$ cat config.mk
export PLATFORM = sky130hd
export DESIGN_NAME = tmcr_regs
export DESIGN_NICKNAME = d
export VERILOG_FILES = /design/src/tmcr_pkg.sv /design/src/tmcr_regs.sv
export SDC_FILE = /design/constraint.sdc
export NUM_CORES = 1
export LEC_CHECK = 0
export BUFFER_PORTS_ARGS = -buffer_cell sky130_fd_sc_hd__clkbuf_2
export CORE_ASPECT_RATIO = 0.7
export CORE_MARGIN = 2
export CORE_UTILIZATION = 25
export CTS_BUF_LIST = sky130_fd_sc_hd__clkbuf_4 sky130_fd_sc_hd__clkbuf_8
export CTS_CLUSTER_DIAMETER = 50
export CTS_CLUSTER_SIZE = 24
export DETAILED_ROUTE_END_ITERATION = 12
export PLACE_DENSITY = 0.44
export SYNTH_ARGS = -nofsm -noshare
export SYNTH_HDL_FRONTEND = slang
export SYNTH_SLANG_ARGS = --single-unit
$ cat constraint.sdc
create_clock -name aclk -period 3.6 [get_ports aclk]
set_input_delay 0.36 -clock aclk [delete_from_list [all_inputs] [get_ports aclk]]
set_output_delay 0.36 -clock aclk [all_outputs]
set_load 0.005 [all_outputs]
$ cat src/tmcr_pkg.sv
// constants for the timer mode and control register block
package tmcr_pkg;
   localparam logic [11:0] TMCR_OFS_CFG   = 12'h000;
   localparam logic [11:0] TMCR_OFS_AMODE = 12'h004;
   localparam logic [11:0] TMCR_OFS_BMODE = 12'h008;
   localparam logic [11:0] TMCR_OFS_CTL   = 12'h00C;
   localparam logic [11:0] TMCR_OFS_STAT  = 12'h010;

   localparam int TMCR_MODE_FIELD_LSB = 0;
   localparam int TMCR_MODE_CMR_BIT   = 2;
   localparam int TMCR_MODE_AMS_BIT   = 3;
   localparam int TMCR_CTL_A_EN_BIT   = 0;
   localparam int TMCR_CTL_A_OTE_BIT  = 5;
   localparam int TMCR_CTL_A_INV_BIT  = 6;
   localparam int TMCR_CTL_B_EN_BIT   = 8;
   localparam int TMCR_CTL_B_STL_BIT  = 9;
   localparam int TMCR_CTL_B_EVT_LSB  = 10;

   localparam logic [31:0] TMCR_CFG_WMASK  = 32'h0000_0007;
   localparam logic [31:0] TMCR_MODE_WMASK = 32'h0000_000F;
   localparam logic [31:0] TMCR_CTL_WMASK  = 32'h0000_0F61;
   localparam logic [31:0] TMCR_RESET_VAL  = 32'h0000_0000;

   localparam logic [1:0] TMCR_RESP_OKAY   = 2'h0;
   localparam logic [1:0] TMCR_RESP_SLVERR = 2'h2;

   typedef enum logic [1:0] {
      TMCR_TM_RSVD     = 2'h0,
      TMCR_TM_ONESHOT  = 2'h1,
      TMCR_TM_PERIODIC = 2'h2,
      TMCR_TM_CAPTURE  = 2'h3
   } tmcr_tmode_t;

   typedef enum logic [1:0] {
      TMCR_EDGE_RISE = 2'h0,
      TMCR_EDGE_FALL = 2'h1,
      TMCR_EDGE_RSVD = 2'h2,
      TMCR_EDGE_BOTH = 2'h3
   } tmcr_edge_t;

   typedef enum logic [2:0] {
      TMCR_CFG_32TIMER = 3'h0,
      TMCR_CFG_32RTC   = 3'h1,
      TMCR_CFG_RSVD2   = 3'h2,
      TMCR_CFG_RSVD3   = 3'h3,
      TMCR_CFG_16A     = 3'h4,
      TMCR_CFG_16B     = 3'h5,
      TMCR_CFG_16C     = 3'h6,
      TMCR_CFG_16D     = 3'h7
   } tmcr_cfg_t;

   typedef struct packed {
      logic [31:0] cfg;
      logic [31:0] amode;
      logic [31:0] bmode;
      logic [31:0] ctl;
      logic        aw_got;
      logic [11:0] aw_addr;
      logic        w_got;
      logic [31:0] w_data;
      logic [3:0]  w_strb;
      logic        bvalid;
      logic [1:0]  bresp;
      logic        rvalid;
      logic [31:0] rdata;
      logic [1:0]  rresp;
      logic        b_count_en;
      logic        b_capture_en;
      logic        b_edge_time;
      logic [1:0]  b_mode_eff;
      logic [1:0]  b_edge_sel;
      logic        a_pwm_out;
      logic        a_adc_trig;
   } tmcr_state_t;
endpackage

$ cat src/tmcr_regs.sv
// timer mode and control registers with AXI4-Lite slave
`timescale 1ns/10ps

// Contract
// b capture submode: 0 count, 1 time
// mode field: reserved, one-shot, periodic, capture
// split config uses TimerB mode field
// 32-bit config takes mode from TimerA
// edge select bits 11:10 pick capture edge
// bit 9 freezes TimerB during debug halt; code gates only count enable, capture enable stays on
// freeze ignored when processor runs normally
// bit 8 enables TimerB count or capture
// bit 6 inverts TimerA PWM output
// bit 5 gates TimerA ADC trigger
// software sets PWM via alternate, submode, mode
// config decodes 32 timer, RTC, split
// control bits 12 and 7 read zero
module tmcr_regs
   import tmcr_pkg::*;
(
   input  wire logic        aclk,
   input  wire logic        aresetn,
   input  wire logic        clk_en,
   input  wire logic [11:0] s_axi_awaddr,
   input  wire logic        s_axi_awvalid,
   output logic             s_axi_awready,
   input  wire logic [31:0] s_axi_wdata,
   input  wire logic [3:0]  s_axi_wstrb,
   input  wire logic        s_axi_wvalid,
   output logic             s_axi_wready,
   output logic [1:0]       s_axi_bresp,
   output logic             s_axi_bvalid,
   input  wire logic        s_axi_bready,
   input  wire logic [11:0] s_axi_araddr,
   input  wire logic        s_axi_arvalid,
   output logic             s_axi_arready,
   output logic [31:0]      s_axi_rdata,
   output logic [1:0]       s_axi_rresp,
   output logic             s_axi_rvalid,
   input  wire logic        s_axi_rready,
   input  wire logic        debug_halt,
   input  wire logic        a_pwm_raw,
   input  wire logic        a_trigger_raw,
   output logic             b_count_enable,
   output logic             b_capture_enable,
   output logic             b_capture_submode,
   output logic [1:0]       b_timer_mode_field,
   output logic [1:0]       b_edge_select,
   output logic             a_pwm_out,
   output logic             a_adc_trigger
);
   import tmcr_pkg::*;

   tmcr_state_t s_q;
   tmcr_state_t s_d;
   logic [2:0]  halt_sync_q;
   logic        halt_q;

   // debug halt arrives from the processor domain; three stages, accept on agreement
   always_ff @(posedge aclk) begin
      if (!aresetn) begin
         halt_sync_q <= 3'h0;
         halt_q      <= 1'b0;
      end else if (clk_en) begin
         halt_sync_q <= {halt_sync_q[1:0], debug_halt};
         if (halt_sync_q[1] == halt_sync_q[2]) begin
            halt_q <= halt_sync_q[2];
         end
      end
   end

   function automatic logic [31:0] merge(input logic [31:0] old, input logic [31:0] wd,
                                         input logic [3:0] be, input logic [31:0] msk);
      logic [31:0] r;
      r = old;
      for (int i = 0; i < 4; i++) begin
         if (be[i]) begin
            r[i*8 +: 8] = wd[i*8 +: 8];
         end
      end
      return r & msk;
   endfunction

   logic        split;
   logic [31:0] mode_sel;
   logic        b_stall;
   logic        b_en;

   always_comb begin
      s_d = s_q;
      // address and data are latched separately so either order works
      if (s_axi_awvalid && !s_q.aw_got && !s_q.bvalid) begin
         s_d.aw_got  = 1'b1;
         s_d.aw_addr = s_axi_awaddr;
      end
      if (s_axi_wvalid && !s_q.w_got && !s_q.bvalid) begin
         s_d.w_got  = 1'b1;
         s_d.w_data = s_axi_wdata;
         s_d.w_strb = s_axi_wstrb;
      end
      if (s_q.aw_got && s_q.w_got) begin
         s_d.aw_got  = 1'b0;
         s_d.w_got   = 1'b0;
         s_d.bvalid  = 1'b1;
         s_d.bresp   = TMCR_RESP_OKAY;
         unique case (s_q.aw_addr)
            TMCR_OFS_CFG:   s_d.cfg   = merge(s_q.cfg, s_q.w_data, s_q.w_strb, TMCR_CFG_WMASK);
            TMCR_OFS_AMODE: s_d.amode = merge(s_q.amode, s_q.w_data, s_q.w_strb,
                                              TMCR_MODE_WMASK);
            TMCR_OFS_BMODE: s_d.bmode = merge(s_q.bmode, s_q.w_data, s_q.w_strb,
                                              TMCR_MODE_WMASK);
            TMCR_OFS_CTL:   s_d.ctl   = merge(s_q.ctl, s_q.w_data, s_q.w_strb, TMCR_CTL_WMASK);
            TMCR_OFS_STAT:  s_d.bresp = TMCR_RESP_OKAY;
            default:        s_d.bresp = TMCR_RESP_SLVERR;
         endcase
      end
      if (s_q.bvalid && s_axi_bready) begin
         s_d.bvalid = 1'b0;
      end

      if (s_axi_arvalid && !s_q.rvalid) begin
         s_d.rvalid = 1'b1;
         s_d.rresp  = TMCR_RESP_OKAY;
         unique case (s_axi_araddr)
            TMCR_OFS_CFG:   s_d.rdata = s_q.cfg;
            TMCR_OFS_AMODE: s_d.rdata = s_q.amode;
            TMCR_OFS_BMODE: s_d.rdata = s_q.bmode;
            TMCR_OFS_CTL:   s_d.rdata = s_q.ctl;
            TMCR_OFS_STAT:  s_d.rdata = {26'h0, halt_q, s_q.b_edge_time, s_q.b_mode_eff,
                                         s_q.b_capture_en, s_q.b_count_en};
            default: begin
               s_d.rdata = 32'h0000_0000;
               s_d.rresp = TMCR_RESP_SLVERR;
            end
         endcase
      end else if (s_q.rvalid && s_axi_rready) begin
         s_d.rvalid = 1'b0;
      end

      // split operation for codes 4-7, 32-bit for 0 and 1, 2 and 3 run nothing
      split = s_q.cfg[2];
      // 32-bit configurations ignore the TimerB mode register
      mode_sel = split ? s_q.bmode : s_q.amode;
      s_d.b_mode_eff  = mode_sel[TMCR_MODE_FIELD_LSB +: 2];
      s_d.b_edge_time = mode_sel[TMCR_MODE_CMR_BIT];
      s_d.b_edge_sel  = s_q.ctl[TMCR_CTL_B_EVT_LSB +: 2];
      // the freeze only bites while the debugger holds the core
      b_stall = s_q.ctl[TMCR_CTL_B_STL_BIT] && halt_q;
      b_en = s_q.ctl[TMCR_CTL_B_EN_BIT] && (split || s_q.cfg[2:0] == TMCR_CFG_32TIMER
             || s_q.cfg[2:0] == TMCR_CFG_32RTC);
      // capture mode with alternate select clear; alternate set means PWM counting
      s_d.b_capture_en = b_en && s_d.b_mode_eff == TMCR_TM_CAPTURE
                         && !mode_sel[TMCR_MODE_AMS_BIT];
      s_d.b_count_en   = b_en && !b_stall && (s_d.b_mode_eff == TMCR_TM_ONESHOT
                         || s_d.b_mode_eff == TMCR_TM_PERIODIC
                         // reserved mode never runs, even with alternate set
                         || (mode_sel[TMCR_MODE_AMS_BIT] && s_d.b_mode_eff != TMCR_TM_RSVD));

      s_d.a_pwm_out  = a_pwm_raw ^ s_q.ctl[TMCR_CTL_A_INV_BIT];
      s_d.a_adc_trig = a_trigger_raw && s_q.ctl[TMCR_CTL_A_OTE_BIT];
   end

   always_ff @(posedge aclk) begin
      if (!aresetn) begin
         s_q       <= '0;
         s_q.cfg   <= TMCR_RESET_VAL;
         s_q.amode <= TMCR_RESET_VAL;
         s_q.bmode <= TMCR_RESET_VAL;
         s_q.ctl   <= TMCR_RESET_VAL;
      end else if (clk_en) begin
         s_q <= s_d;
      end
   end

   // write channels accept only while their holding slot is empty
   assign s_axi_awready      = !s_q.aw_got && !s_q.bvalid;
   assign s_axi_wready       = !s_q.w_got && !s_q.bvalid;
   assign s_axi_bvalid       = s_q.bvalid;
   assign s_axi_bresp        = s_q.bresp;
   assign s_axi_arready      = !s_q.rvalid;
   assign s_axi_rvalid       = s_q.rvalid;
   assign s_axi_rdata        = s_q.rdata;
   assign s_axi_rresp        = s_q.rresp;
   assign b_count_enable     = s_q.b_count_en;
   assign b_capture_enable   = s_q.b_capture_en;
   assign b_capture_submode  = s_q.b_edge_time;
   assign b_timer_mode_field = s_q.b_mode_eff;
   assign b_edge_select      = s_q.b_edge_sel;
   assign a_pwm_out          = s_q.a_pwm_out;
   assign a_adc_trigger      = s_q.a_adc_trig;
endmodule

==> parameters.txt, run 1 <==
Parameter                              Value

Synth
  Synthesized instance count ... 396
  Main flop type after synthesis ... sky130_fd_sc_hd__dfxtp_1
  Cell variety after synth ... 44
  Number of synthesized register bits ... 72
  Synthesized-area fraction occupied by adder cells ... 0.00739
  Share of synthesized registers carrying an async set or reset ... 0
  Simple-gate share of the synthesized area ... 0.227
  Seq/Total Area, Yosys ... 0.426
  Mean instance size in the synthesized netlist ... 8.55 sq um
  Fraction of the mapped netlist area in compound gates ... 0.135
  EDFF count, synth ... 0
  Netlist area before placement ... 3390 sq um
  Largest family of logic cells by synthesized area ... simple AND/OR/NAND/NOR gates
  Fraction of synthesized area in multiplexers ... 0.0805
  Fraction of synthesized cell area in xor and xnor cells ... 0.00259
  Number of warnings issued by yosys ... 0

Worst setup path
  Endpoint class of the critical path ... flop
  Flop-to-flop setup slack ... 1.84 ns
  WP data required ... 3.89 ns
  Critical Setup Path Class ... primary input to flop
  Largest fanout on the critical path ... 27
  CP Launch Type ... primary input
  Critical Path AT ... 2.11 ns

Floorplanning
  Die X ... 143 um
  Floorplan die area ... 14500 sq um
  Count of standard-cell rows ... 35
  Floorplan Core Area ... 13200 sq um
  Number of top-level pins ... 121
  Initial core utilization ... 0.257
  Overall die height ... 101 um

STA
  Crit path setup slack, layout ... 1.78 ns
  Final hold violation count ... 0
  Final Slew Violations ... 0
  Post-Route Setup TNS ... 0 ns
  FMAX ... 550 MHz
  RSZ-0062 raised after global routing ... false
  Worst slew margin ... 0.530
  Number of failing setup endpoints in the final timing report ... 0
  Final Cycle Share ... 0.505
  Worst clock skew ... 0.00795 ns
  Clock period minus worst slack ... 1.82 ns
  Slew at the pin with the worst max-slew slack ... 0.699 ns

Cells and area
  FILL cells ... 1454
  Number of nets in the finished design ... 515
  Final Cell Area ... 3890 sq um
  Antenna diodes ... 0
  Synthesis-to-finish area growth ... 15.0%
  Proportion of layout cells with a drive suffix above 1 ... 0.224
  Final core utilization ... 0.295

Routing
  WL per Instance ... 13.0 um
  DR vias/cell ... 4.26
  Iteration count of the initial detailed-routing pass ... 4
  Remaining routing DRC violations ... 0
  Final wirelength ... 8220 um
  Via count ... 2690
  Initial drt markers ... 155
  Antenna-violating nets left ... 0

Pwr
  Clock share of power ... 0.406
  Power per standard cell area ... 418 nW/um^2
  Cell internal pwr ... 1.24 mW
  Switching part of the total ... 0.239
  Leakage power of the design ... 1.53 nW
  Reg power frac ... 0.512
  Switching component of the power ... 0.389 mW
  Worst IR drop on VDD ... 0.000150 V
  Power share of the combinational group ... 0.082

Clocking
  Count of instances resized after the clock tree is built ... 0
  Hold_buf cts ... 0
  Longest Clk Path Bufs ... 2
  Cell at the root of the clock tree ... sky130_fd_sc_hd__clkbuf_8
  TritonCTS clock tree ... done
  Insertion delay of the later-clocked pin in the worst-skew pair ... 0.35 ns
  TritonCTS Buffers ... 9
  H-tree Lvls ... 3
  Post-CTS setup buffer count ... 0
  Number of sinks handled by clock tree synthesis ... 72
  Clock transition at the register clock pins on the worst setup and hold paths after CTS ... 0.07 ns

Placed design
  Pre-CTS setup slack ... 1.41 ns
  Placement-stage cell area ... 3690 sq um
  Gpl congestion ... 0.791
  Buffers on Ports ... 73
  Placed wire-length estimate ... 6120 um

Global routing
  Via count of the first global-routing pass ... 2576
  Wire length of the first global-routing pass ... 13300 um
  Overflow left after global routing ... 0
  Global routing usage summed across all routing layers ... 0.119
  Pin count of the biggest net entering global routing ... 52
  Antenna violations before repair ... 0

Run
  # Max-Cap Violations ... 0

Min path
  Class of the most critical hold timing path ... primary input to flop

Outcome
  Result of the run ... finished clean
[layout make-up]
class / instances / area, sq um / share of cell area
flip-flops and latches: 72 / 1440 / 0.370
repair buffers: 75 / 380 / 0.0977
inverters: 5 / 18.8 / 0.00482
clock buffers: 12 / 165 / 0.0424
clock inverters: 3 / 40.0 / 0.0103
multi-input cells: 279 / 1620 / 0.415
well taps: 185 / 231 / 0.0594
[through the flow]
step / hold slack (ns) / std cells / power [mW]
floorplan: 0.432 / 418 / 0.953
global placement: 0.442 / 616 / 0.986
finish: 0.217 / 631 / 1.63
global route: 0.195 / 631 / 1.72
CTS: 0.194 / 631 / 1.66
detailed placement: 0.445 / 616 / 0.987
[synthesized netlist by cell type (2+ instances only)]
master                      count  share of area
sky130_fd_sc_hd__mux2i_1       25          0.074
sky130_fd_sc_hd__a22oi_1        3         0.0066
sky130_fd_sc_hd__inv_1          4         0.0044
sky130_fd_sc_hd__nor3b_4        2          0.011
sky130_fd_sc_hd__nor2b_1        6          0.011
sky130_fd_sc_hd__buf_2          4         0.0059
sky130_fd_sc_hd__or3_1          2         0.0037
sky130_fd_sc_hd__mux2_2         2         0.0066
sky130_fd_sc_hd__nand2_1       85          0.094
sky130_fd_sc_hd__and3b_1        3         0.0078
sky130_fd_sc_hd__a221oi_1       2         0.0052
sky130_fd_sc_hd__a32oi_1        3         0.0078
sky130_fd_sc_hd__nand3_1       13          0.019
sky130_fd_sc_hd__clkbuf_1      17          0.019
sky130_fd_sc_hd__o211a_1        2         0.0059
sky130_fd_sc_hd__ha_1           2         0.0074
sky130_fd_sc_hd__a211oi_1       5          0.011
sky130_fd_sc_hd__buf_4         41          0.091
sky130_fd_sc_hd__o2111ai_1      2         0.0052
sky130_fd_sc_hd__a21oi_1       38          0.056
sky130_fd_sc_hd__and3_1         3         0.0055
sky130_fd_sc_hd__nor4bb_1       2         0.0059
sky130_fd_sc_hd__a22o_1         5          0.013
sky130_fd_sc_hd__nand3b_1       4         0.0089
sky130_fd_sc_hd__nor3_1         3         0.0044
sky130_fd_sc_hd__o21ai_0        8          0.012
sky130_fd_sc_hd__dfxtp_1       72           0.43
sky130_fd_sc_hd__nor3_2         2         0.0059
sky130_fd_sc_hd__nor2_1        21          0.023
[worst paths after layout]
path,startpoint,end,cells after the start
max,clk_en,s_axi_rdata[8],5
min,s_axi_bready,s_axi_bvalid,2
max reg2reg,s_q[195],b_count_enable,4
min reg2reg,s_axi_rdata[4],s_axi_rdata[4],2
[flip-flops by register name (all words and copies together), names as in the netlist, 2 cells and up]
signal              cells
s_d                     2
b_timer_mode_field      2
s_q                    42
halt_sync_q             3
s_axi_rdata            11
b_edge_select           2
[critical path, stage by stage]
cell	delay, ns
sky130_fd_sc_hd__clkbuf_2	0.47
sky130_fd_sc_hd__and3b_1	0.38
sky130_fd_sc_hd__nand2_1	0.11
sky130_fd_sc_hd__nor3_1	0.56
sky130_fd_sc_hd__a22o_1	0.22
[layout by cell type, fill, tap and decap left out, types with 3 or more instances in the layout]
master / instances
sky130_fd_sc_hd__nand3_1: 13
sky130_fd_sc_hd__clkbuf_2: 73
sky130_fd_sc_hd__nand3b_1: 4
sky130_fd_sc_hd__nand2_1: 85
sky130_fd_sc_hd__and3_1: 3
sky130_fd_sc_hd__inv_1: 4
sky130_fd_sc_hd__nor2b_1: 6
sky130_fd_sc_hd__clkbuf_8: 12
sky130_fd_sc_hd__conb_1: 23
sky130_fd_sc_hd__mux2i_1: 25
sky130_fd_sc_hd__a22o_1: 5
sky130_fd_sc_hd__nor2_1: 21
sky130_fd_sc_hd__a21oi_1: 38
sky130_fd_sc_hd__a32oi_1: 3
sky130_fd_sc_hd__a211oi_1: 5
sky130_fd_sc_hd__o21ai_0: 8
sky130_fd_sc_hd__nor3_1: 3
sky130_fd_sc_hd__dfxtp_1: 72
sky130_fd_sc_hd__and3b_1: 3
sky130_fd_sc_hd__a22oi_1: 3
[routing by layer]
layer / share of wire / GRT usage / vias up
li1: - / - / 1387
met1: 0.53 / 0.176 / 1225
met2: 0.40 / 0.162 / 68
met3: 0.060 / 0.0407 / 10
met4: 0.010 / 0.0350 / 0
met5: 0 / 0 / -
[power by group through the flow]
stage          registers, mW  logic [mW]  clock network [mW]
2_1_floorplan          0.846       0.107                   0
3_3_place_gp           0.852       0.134                   0
3_5_place_dp           0.852       0.135                   0
4_1_cts                0.834       0.135               0.689
5_1_grt                0.837       0.153               0.727
6_report               0.834       0.133               0.662
[cells by family after synthesis]
family	count (synthesis)
XOR/XNOR	1
multiplexers	27
flip-flops	72
AND/OR/NAND/NOR	153
adder cells (fa/ha/maj)	2
AO/OA/AOI/OAI	73
buffers and inverters	67
other	1
Note: power is estimated with default switching activity, not from simulation.
==> inputs of run 2 (changes only) <==
- PLACE_DENSITY: 0.44 -> 0.46
- clock period: 3.6 -> 1.46 ns (I/O delays scaled with it)
==> run 2 against run 1 <==
Compared with the run above: the flow now finishes with violations (negative setup slack); die area did not move; utilization grew 2.3 points; flip-flop and latch count did not move; cell count is 5.2% higher; clock power grew to 2.9 times the previous value; clock skew hardly changed; clock-buffer cell count is 2 lower; cell area grew 7.7%; global-route usage increased by 0.38 points.
==> parameters.txt, run 2 (synthesized netlist as in run 1, its figures left out) <==
Parameter                              Value

Placed design
  Total instance count after detailed placement ... 646 (+4.9%)
  Gpl congestion ... 0.836 (+5.6%)
  Placed wire-length estimate ... 6790 um (+11%)
  Placement-stage cell area ... 3930 sq um (+6.4%)
  Buffers on Ports ... 73 (unchanged)

Min path
  Number of instances on the worst hold path ... 3 (+1)
  Class of the most critical hold timing path ... primary input to flop
  Destination of the worst hold path ... s_q[47]
  Startpoint of the tightest hold check path ... s_axi_wstrb[0]

Routing
  WL per Instance ... 12.8 um (-1.5%)
  Antenna-violating nets left ... 0 (unchanged)
  Remaining routing DRC violations ... 0 (unchanged)
  Initial drt markers ... 208 (+34%)
  DR vias/cell ... 4.29 (+0.61%)
  Via count ... 2848 (+5.9%)
  Final wirelength ... 8520 um (+3.7%)
  Iteration count of the initial detailed-routing pass ... 4 (unchanged)

Global routing
  Antenna violations before repair ... 0 (unchanged)
  Wire length of the first global-routing pass ... 13600 um (+1.8%)
  Via count of the first global-routing pass ... 2688 (+4.3%)
  Pin count of the biggest net entering global routing ... 25 (-52%)
  Overflow left after global routing ... 0 (unchanged)
  Global routing usage summed across all routing layers ... 0.123 (+0.00378)

Floorplanning
  Initial core utilization ... 0.257 (unchanged)
  Floorplan Core Area ... 13200 sq um (unchanged)
  Floorplan die area ... 14500 sq um (unchanged)
  Die X ... 143 um (unchanged)
  Count of standard-cell rows ... 35 (unchanged)
  Overall die height ... 101 um (unchanged)
  Number of top-level pins ... 121 (unchanged)

STA
  Final Cycle Share ... 1.04
  Final Slew Violations ... 0 (unchanged)
  Final hold violation count ... 0 (unchanged)
  FMAX ... 661 MHz
  Number of failing setup endpoints in the final timing report ... 10 (+10)
  Worst Hold Margin ... 0.0177 ns (-0.199 ns)
  Worst clock skew ... 0.00835 ns (+0.000401 ns)
  RSZ-0062 raised after global routing ... true
  Clock period minus worst slack ... 1.51 ns
  Crit path setup slack, layout ... -0.0523 ns (-1.83 ns)

Clocking
  H-tree Lvls ... 3 (unchanged)
  TritonCTS clock tree ... done
  Longest Clk Path Bufs ... 2 (unchanged)
  Clock transition at the register clock pins on the worst setup and hold paths after CTS ... 0.08 ns (about the same)
  Number of sinks handled by clock tree synthesis ... 72 (unchanged)
  TritonCTS Buffers ... 9 (unchanged)
  Insertion delay of the later-clocked pin in the worst-skew pair ... 0.35 ns (about the same)
  Cell at the root of the clock tree ... sky130_fd_sc_hd__clkbuf_8

Worst setup path
  Top cell family by delay on the critical path ... simple AND/OR/NAND/NOR gates
  Critical Setup Path Class ... flop to flop
  WP data required ... 1.74 ns (-2.15 ns)
  R2R Path End ... s_q[131]
  Flop-to-flop setup slack ... -0.05 ns (-1.89 ns)
  Worst-path cell with the longest stage delay ... sky130_fd_sc_hd__nor3b_4
  Number of cells traversed by the worst register-to-register path ... 4 (unchanged)
  Number of buffer and inverter stages on the critical path ... 0 (-1)
  Largest fanout on the critical path ... 4 (-85%)
  Number of cells on the critical path ... 4 (-1)
  Critical Path AT ... 1.79 ns (-0.32 ns)
  CP Launch Type ... flop
  RR Startpoint ... s_q[94]
  Critical-path cell list ... nor4_4 -> nand4_4 -> nor3b_4 -> mux2i_1
  Crit path largest cell delay ... 0.37 ns (-0.19 ns)
  Endpoint class of the critical path ... flop

Pwr
  Worst IR drop on VDD ... 0.000433 V (+190%)
  Leakage power of the design ... 1.71 nW (+11%)
  Power per standard cell area ... 1040 nW/um^2 (+150%)
  Total power of the final layout ... 4.35 mW (+170%)

Cells and area
  Register name with the most flops ... s_q
  Flip-flop count of the largest register after layout ... 42 (unchanged)
  Number of cells in the finished layout apart from fillers ... 664 (+5.2%)
  Most frequent cells in the layout ... sky130_fd_sc_hd__nand2_1 (85), sky130_fd_sc_hd__clkbuf_2 (73), sky130_fd_sc_hd__dfxtp_1 (69), sky130_fd_sc_hd__a21oi_1 (38), sky130_fd_sc_hd__buf_4 (32)
  Commonest non-fill, non-tap cell in the layout ... sky130_fd_sc_hd__nand2_1
  Final Cell Area ... 4200 sq um (+7.7%)
  Proportion of layout cells with a drive suffix above 1 ... 0.286 (+0.0618)
  Number of nets in the finished design ... 547 (+6.2%)
  Antenna diodes ... 0 (unchanged)
  Final core utilization ... 0.318 (+0.0229)
  Synthesis-to-finish area growth ... 23.9%

Outcome
  Result of the run ... complete, but fails checks
  Failing checks ... negative setup slack

Run
  # Max-Cap Violations ... 0 (unchanged)
==> run 2: cell types whose count changed in the layout (fill, tap and decap cells not counted), moves of 2 or more <==
| cell | change |
|---|---|
| sky130_fd_sc_hd__dfxtp_1 | -3 |
| sky130_fd_sc_hd__clkbuf_8 | -3 |
| sky130_fd_sc_hd__bufinv_16 | +2 |
| sky130_fd_sc_hd__o21ai_1 | +4 |
| sky130_fd_sc_hd__dfxtp_2 | +3 |
| sky130_fd_sc_hd__o21ai_0 | -4 |
| sky130_fd_sc_hd__buf_4 | +30 |
==> run 2: worst max-delay path by stage <==
stage | start | end | slack [ns]
2_1_floorplan | s_q[94] | s_q[129] | 0.01
3_3_place_gp | s_q[94] | s_q[129] | -0.08
3_5_place_dp | s_q[94] | s_q[129] | -0.10
4_1_cts | s_q[90] | s_q[163] | -0.09
5_1_grt | s_q[94] | s_q[131] | -0.21
6_report | s_q[94] | s_q[131] | -0.05
==> run 2: where the power goes <==
part	internal (mW)	total (mW)	switching, mW
logic	0.181	0.400	0.219
clock network	1.15	1.90	0.752
registers	2.01	2.05	0.0381
total	3.34	4.35	1.01
==> run 2: stage by stage <==
step | TNS [ns] | setup WS, ns
after floorplan | 0 | 0.0137
after global placement | -0.569 | -0.0841
after detailed placement | -0.752 | -0.101
after CTS | -0.626 | -0.0875
after global routing | -1.85 | -0.213
final | -0.345 | -0.0523
==> run 2: worst register-to-register path, cell delays in order, from the launching register on <==
cell and delay, ns:
sky130_fd_sc_hd__dfxtp_2 0.34, sky130_fd_sc_hd__nor4_4 0.34, sky130_fd_sc_hd__nand4_4 0.19, sky130_fd_sc_hd__nor3b_4 0.37, sky130_fd_sc_hd__mux2i_1 0.21
==> run 2: area by class of cell <==
type | instances | area (sq um)
clock buffers | 10 | 131
fillers | 1429 | 8980
clock inverters | 6 | 108
well taps | 185 | 231
repair buffers | 107 | 636
multi-input cells | 279 | 1630
flip-flops and latches | 72 | 1450
inverters | 5 | 18.8
==> run 2: repair_timing <==
action                     4_1_cts  5_1_grt
hold endpoints to repair         1        0
gates resized for setup          3        6
pin swaps                        4       11
hold buffers                     1        0
buffers inserted                 1        0
setup endpoints to repair       13       20
==> run 2: metal layers <==
metal  GRT usage  routed length, um
met3      0.0426                483
met1       0.176               4420
met2       0.178               3560
met5           0                  0
met4      0.0274                 53
==> inputs of run 3 (changes only) <==
- SETUP_SLACK_MARGIN: default -> 0.02
==> run 3 against run 2 <==
Compared with the run above: the flow still finishes with violations (negative setup slack); first-iteration DRC count decreased by 27%; non-clock buffer count decreased by 1; utilization decreased by 0.057 points; cell count decreased by 0.15%; cell area decreased by 0.18%; clock power decreased by 14%; via count increased by 0.35%; critical path type unchanged; critical endpoint is now s_q[130].
==> parameters.txt, run 3 (synthesized netlist as in run 1, its figures left out) <==
Parameter                              Value

Outcome
  Result of the run ... complete, but fails checks
  Failing checks ... negative setup slack

Cells and area
  Register name with the most flops ... s_q
  Commonest non-fill, non-tap cell in the layout ... sky130_fd_sc_hd__nand2_1
  Flip-flop count of the largest register after layout ... 42 (unchanged)
  Antenna diodes ... 0 (unchanged)
  Number of nets in the finished design ... 546 (-0.18%)
  Most frequent cells in the layout ... sky130_fd_sc_hd__nand2_1 (85), sky130_fd_sc_hd__clkbuf_2 (73), sky130_fd_sc_hd__dfxtp_1 (70), sky130_fd_sc_hd__a21oi_1 (37), sky130_fd_sc_hd__buf_4 (30)
  Final Cell Area ... 4190 sq um (-0.18%)
  FILL cells ... 1426 (-0.21%)
  Proportion of layout cells with a drive suffix above 1 ... 0.295 (+0.00897)
  Synthesis-to-finish area growth ... 23.7%
  Number of cells in the finished layout apart from fillers ... 663 (-0.15%)

STA
  Final Cycle Share ... 1.04 (+0.00761)
  Clock period minus worst slack ... 1.52 ns (+0.0111 ns)
  Post-Route Setup TNS ... -0.383 ns (-0.0378 ns)
  Worst clock skew ... 0.0109 ns (+0.00251 ns)
  Crit path setup slack, layout ... -0.0634 ns (-0.0111 ns)
  Final hold violation count ... 0 (unchanged)
  Final Slew Violations ... 0 (unchanged)
  RSZ-0062 raised after global routing ... true
  FMAX ... 656 MHz (-0.73%)
  Number of failing setup endpoints in the final timing report ... 8 (-2)
  Worst Hold Margin ... 0.0222 ns (+0.00451 ns)

Clocking
  Longest Clk Path Bufs ... 2 (unchanged)
  TritonCTS Buffers ... 9 (unchanged)
  Clock transition at the register clock pins on the worst setup and hold paths after CTS ... 0.07 ns (about the same)
  Cell at the root of the clock tree ... sky130_fd_sc_hd__clkbuf_8
  H-tree Lvls ... 3 (unchanged)
  TritonCTS clock tree ... done
  Number of sinks handled by clock tree synthesis ... 72 (unchanged)
  Insertion delay of the later-clocked pin in the worst-skew pair ... 0.34 ns (about the same)

Placed design
  Buffers on Ports ... 73 (unchanged)
  Total instance count after detailed placement ... 642 (-0.62%)
  Gpl congestion ... 0.827 (-0.97%)
  Placed wire-length estimate ... 6740 um (-0.75%)
  Placement-stage cell area ... 3900 sq um (-0.76%)

Global routing
  Via count of the first global-routing pass ... 2596 (-3.4%)
  Pin count of the biggest net entering global routing ... 19 (-24%)
  Antenna violations before repair ... 0 (unchanged)
  Wire length of the first global-routing pass ... 13300 um (-2.2%)
  Overflow left after global routing ... 0 (unchanged)
  Global routing usage summed across all routing layers ... 0.119 (-0.00350)

Worst setup path
  Flop-to-flop setup slack ... -0.06 ns (about the same)
  Critical Setup Path Class ... flop to flop
  CP Launch Type ... flop
  RR Startpoint ... s_q[90]
  Number of cells traversed by the worst register-to-register path ... 5 (+1)
  Endpoint class of the critical path ... flop
  Critical Path AT ... 1.79 ns (about the same)
  Largest fanout on the critical path ... 4 (unchanged)
  WP data required ... 1.73 ns (about the same)
  R2R Path End ... s_q[130]

Min path
  Destination of the worst hold path ... s_q[62]
  Class of the most critical hold timing path ... primary input to flop
  Number of instances on the worst hold path ... 3 (unchanged)
  Startpoint of the tightest hold check path ... s_axi_wdata[11]

Floorplanning
  Floorplan die area ... 14500 sq um (unchanged)
  Initial core utilization ... 0.257 (unchanged)
  Die X ... 143 um (unchanged)
  Overall die height ... 101 um (unchanged)
  Count of standard-cell rows ... 35 (unchanged)
  Floorplan Core Area ... 13200 sq um (unchanged)
  Number of top-level pins ... 121 (unchanged)

Pwr
  Clock share of power ... 0.398 (-0.039)
  Cell internal pwr ... 3.12 mW (-6.7%)
  Switching part of the total ... 0.238 (+0.00623)
  Power share of the combinational group ... 0.100 (+0.008)
  Switching component of the power ... 0.974 mW (-3.5%)
  Worst IR drop on VDD ... 0.000495 V (+14%)
  Leakage power of the design ... 1.70 nW (-0.53%)
  Reg power frac ... 0.502 (+0.031)
  Power per standard cell area ... 976 nW/um^2 (-5.8%)

Routing
  Remaining routing DRC violations ... 0 (unchanged)
  Final wirelength ... 8720 um (+2.3%)
  WL per Instance ... 13.1 um (+2.5%)
  Antenna-violating nets left ... 0 (unchanged)
  Via count ... 2858 (+0.35%)
  Iteration count of the initial detailed-routing pass ... 4 (unchanged)
  DR vias/cell ... 4.31 (+0.50%)
  Initial drt markers ... 151 (-27%)

Run
  # Max-Cap Violations ... 0 (unchanged)
-- run 3: changes by cell type in the layout (fill, tap and decap cells not counted), moves of 2 or more --
cell and change:
sky130_fd_sc_hd__buf_4 -2, sky130_fd_sc_hd__bufinv_16 -2, sky130_fd_sc_hd__nand3_2 +2, sky130_fd_sc_hd__clkbuf_8 +2
sky130_fd_sc_hd__nand3_1 -2
-- run 3: layer usage --
metal  wire length [um]  part of all wire  vias up  track usage
met5                  0                 0        -            0
met1               4590              0.53     1327        0.178
met2               3630              0.42       70        0.166
met3                424             0.049        8       0.0392
met4                 72            0.0083        0       0.0251
li1                   -                 -     1453            -
-- run 3: power by group through the flow --
stage,clock (mW),combinational [mW],sequential [mW]
floorplan,0,0.265,2.09
global placement,0,0.384,2.09
detailed placement,0,0.390,2.10
CTS,1.69,0.401,2.05
global route,1.78,0.460,2.06
finish,1.63,0.409,2.05
-- run 3: worst max path at each step --
stage	start	to	slack (ns)	depth (start not counted)
after floorplan	s_q[94]	s_q[129]	0.03	4
after global placement	s_q[94]	s_q[164]	-0.1	4
after detailed placement	s_q[94]	s_q[130]	-0.14	4
after CTS	s_q[90]	s_q[130]	-0.10	5
after global routing	s_q[90]	s_q[163]	-0.18	5
final	s_q[90]	s_q[130]	-0.06	5
-- run 3: what timing repair did --
| action | 4_1_cts | 5_1_grt |
|---|---|---|
| buffers inserted | 1 | 2 |
| pin swaps | 3 | 7 |
| resized for setup | 2 | 15 |
| hold buffers | 2 | 0 |
| endpoints found under the setup margin | 14 | 25 |
| hold endpoints to repair | 2 | 0 |
-- run 3: critical path: stages (launching register included) --
cell and delay (ns):
sky130_fd_sc_hd__dfxtp_2 0.34, sky130_fd_sc_hd__nor4_4 0.25, sky130_fd_sc_hd__buf_4 0.17, sky130_fd_sc_hd__nand4_4 0.13
sky130_fd_sc_hd__nor3b_4 0.34, sky130_fd_sc_hd__mux2i_1 0.22
-- run 3: stage by stage --
step / total power [mW] / util / setup WS [ns]
4_1_cts: 4.14 / 0.314 / -0.104
5_1_grt: 4.30 / 0.318 / -0.179
3_3_place_gp: 2.48 / 0.296 / -0.0998
2_1_floorplan: 2.35 / - / 0.0316
3_5_place_dp: 2.49 / 0.296 / -0.143
6_report: 4.09 / 0.318 / -0.0634
-- run 3: layout make-up --
type | count | area [sq um] | area share
clock buffers | 13 | 166 | 0.0397
flip-flops and latches | 72 | 1440 | 0.345
multi-input cells | 279 | 1660 | 0.396
well taps | 185 | 231 | 0.0553
clock inverters | 3 | 40.0 | 0.00956
inverters | 5 | 18.8 | 0.00448
repair buffers | 106 | 631 | 0.151
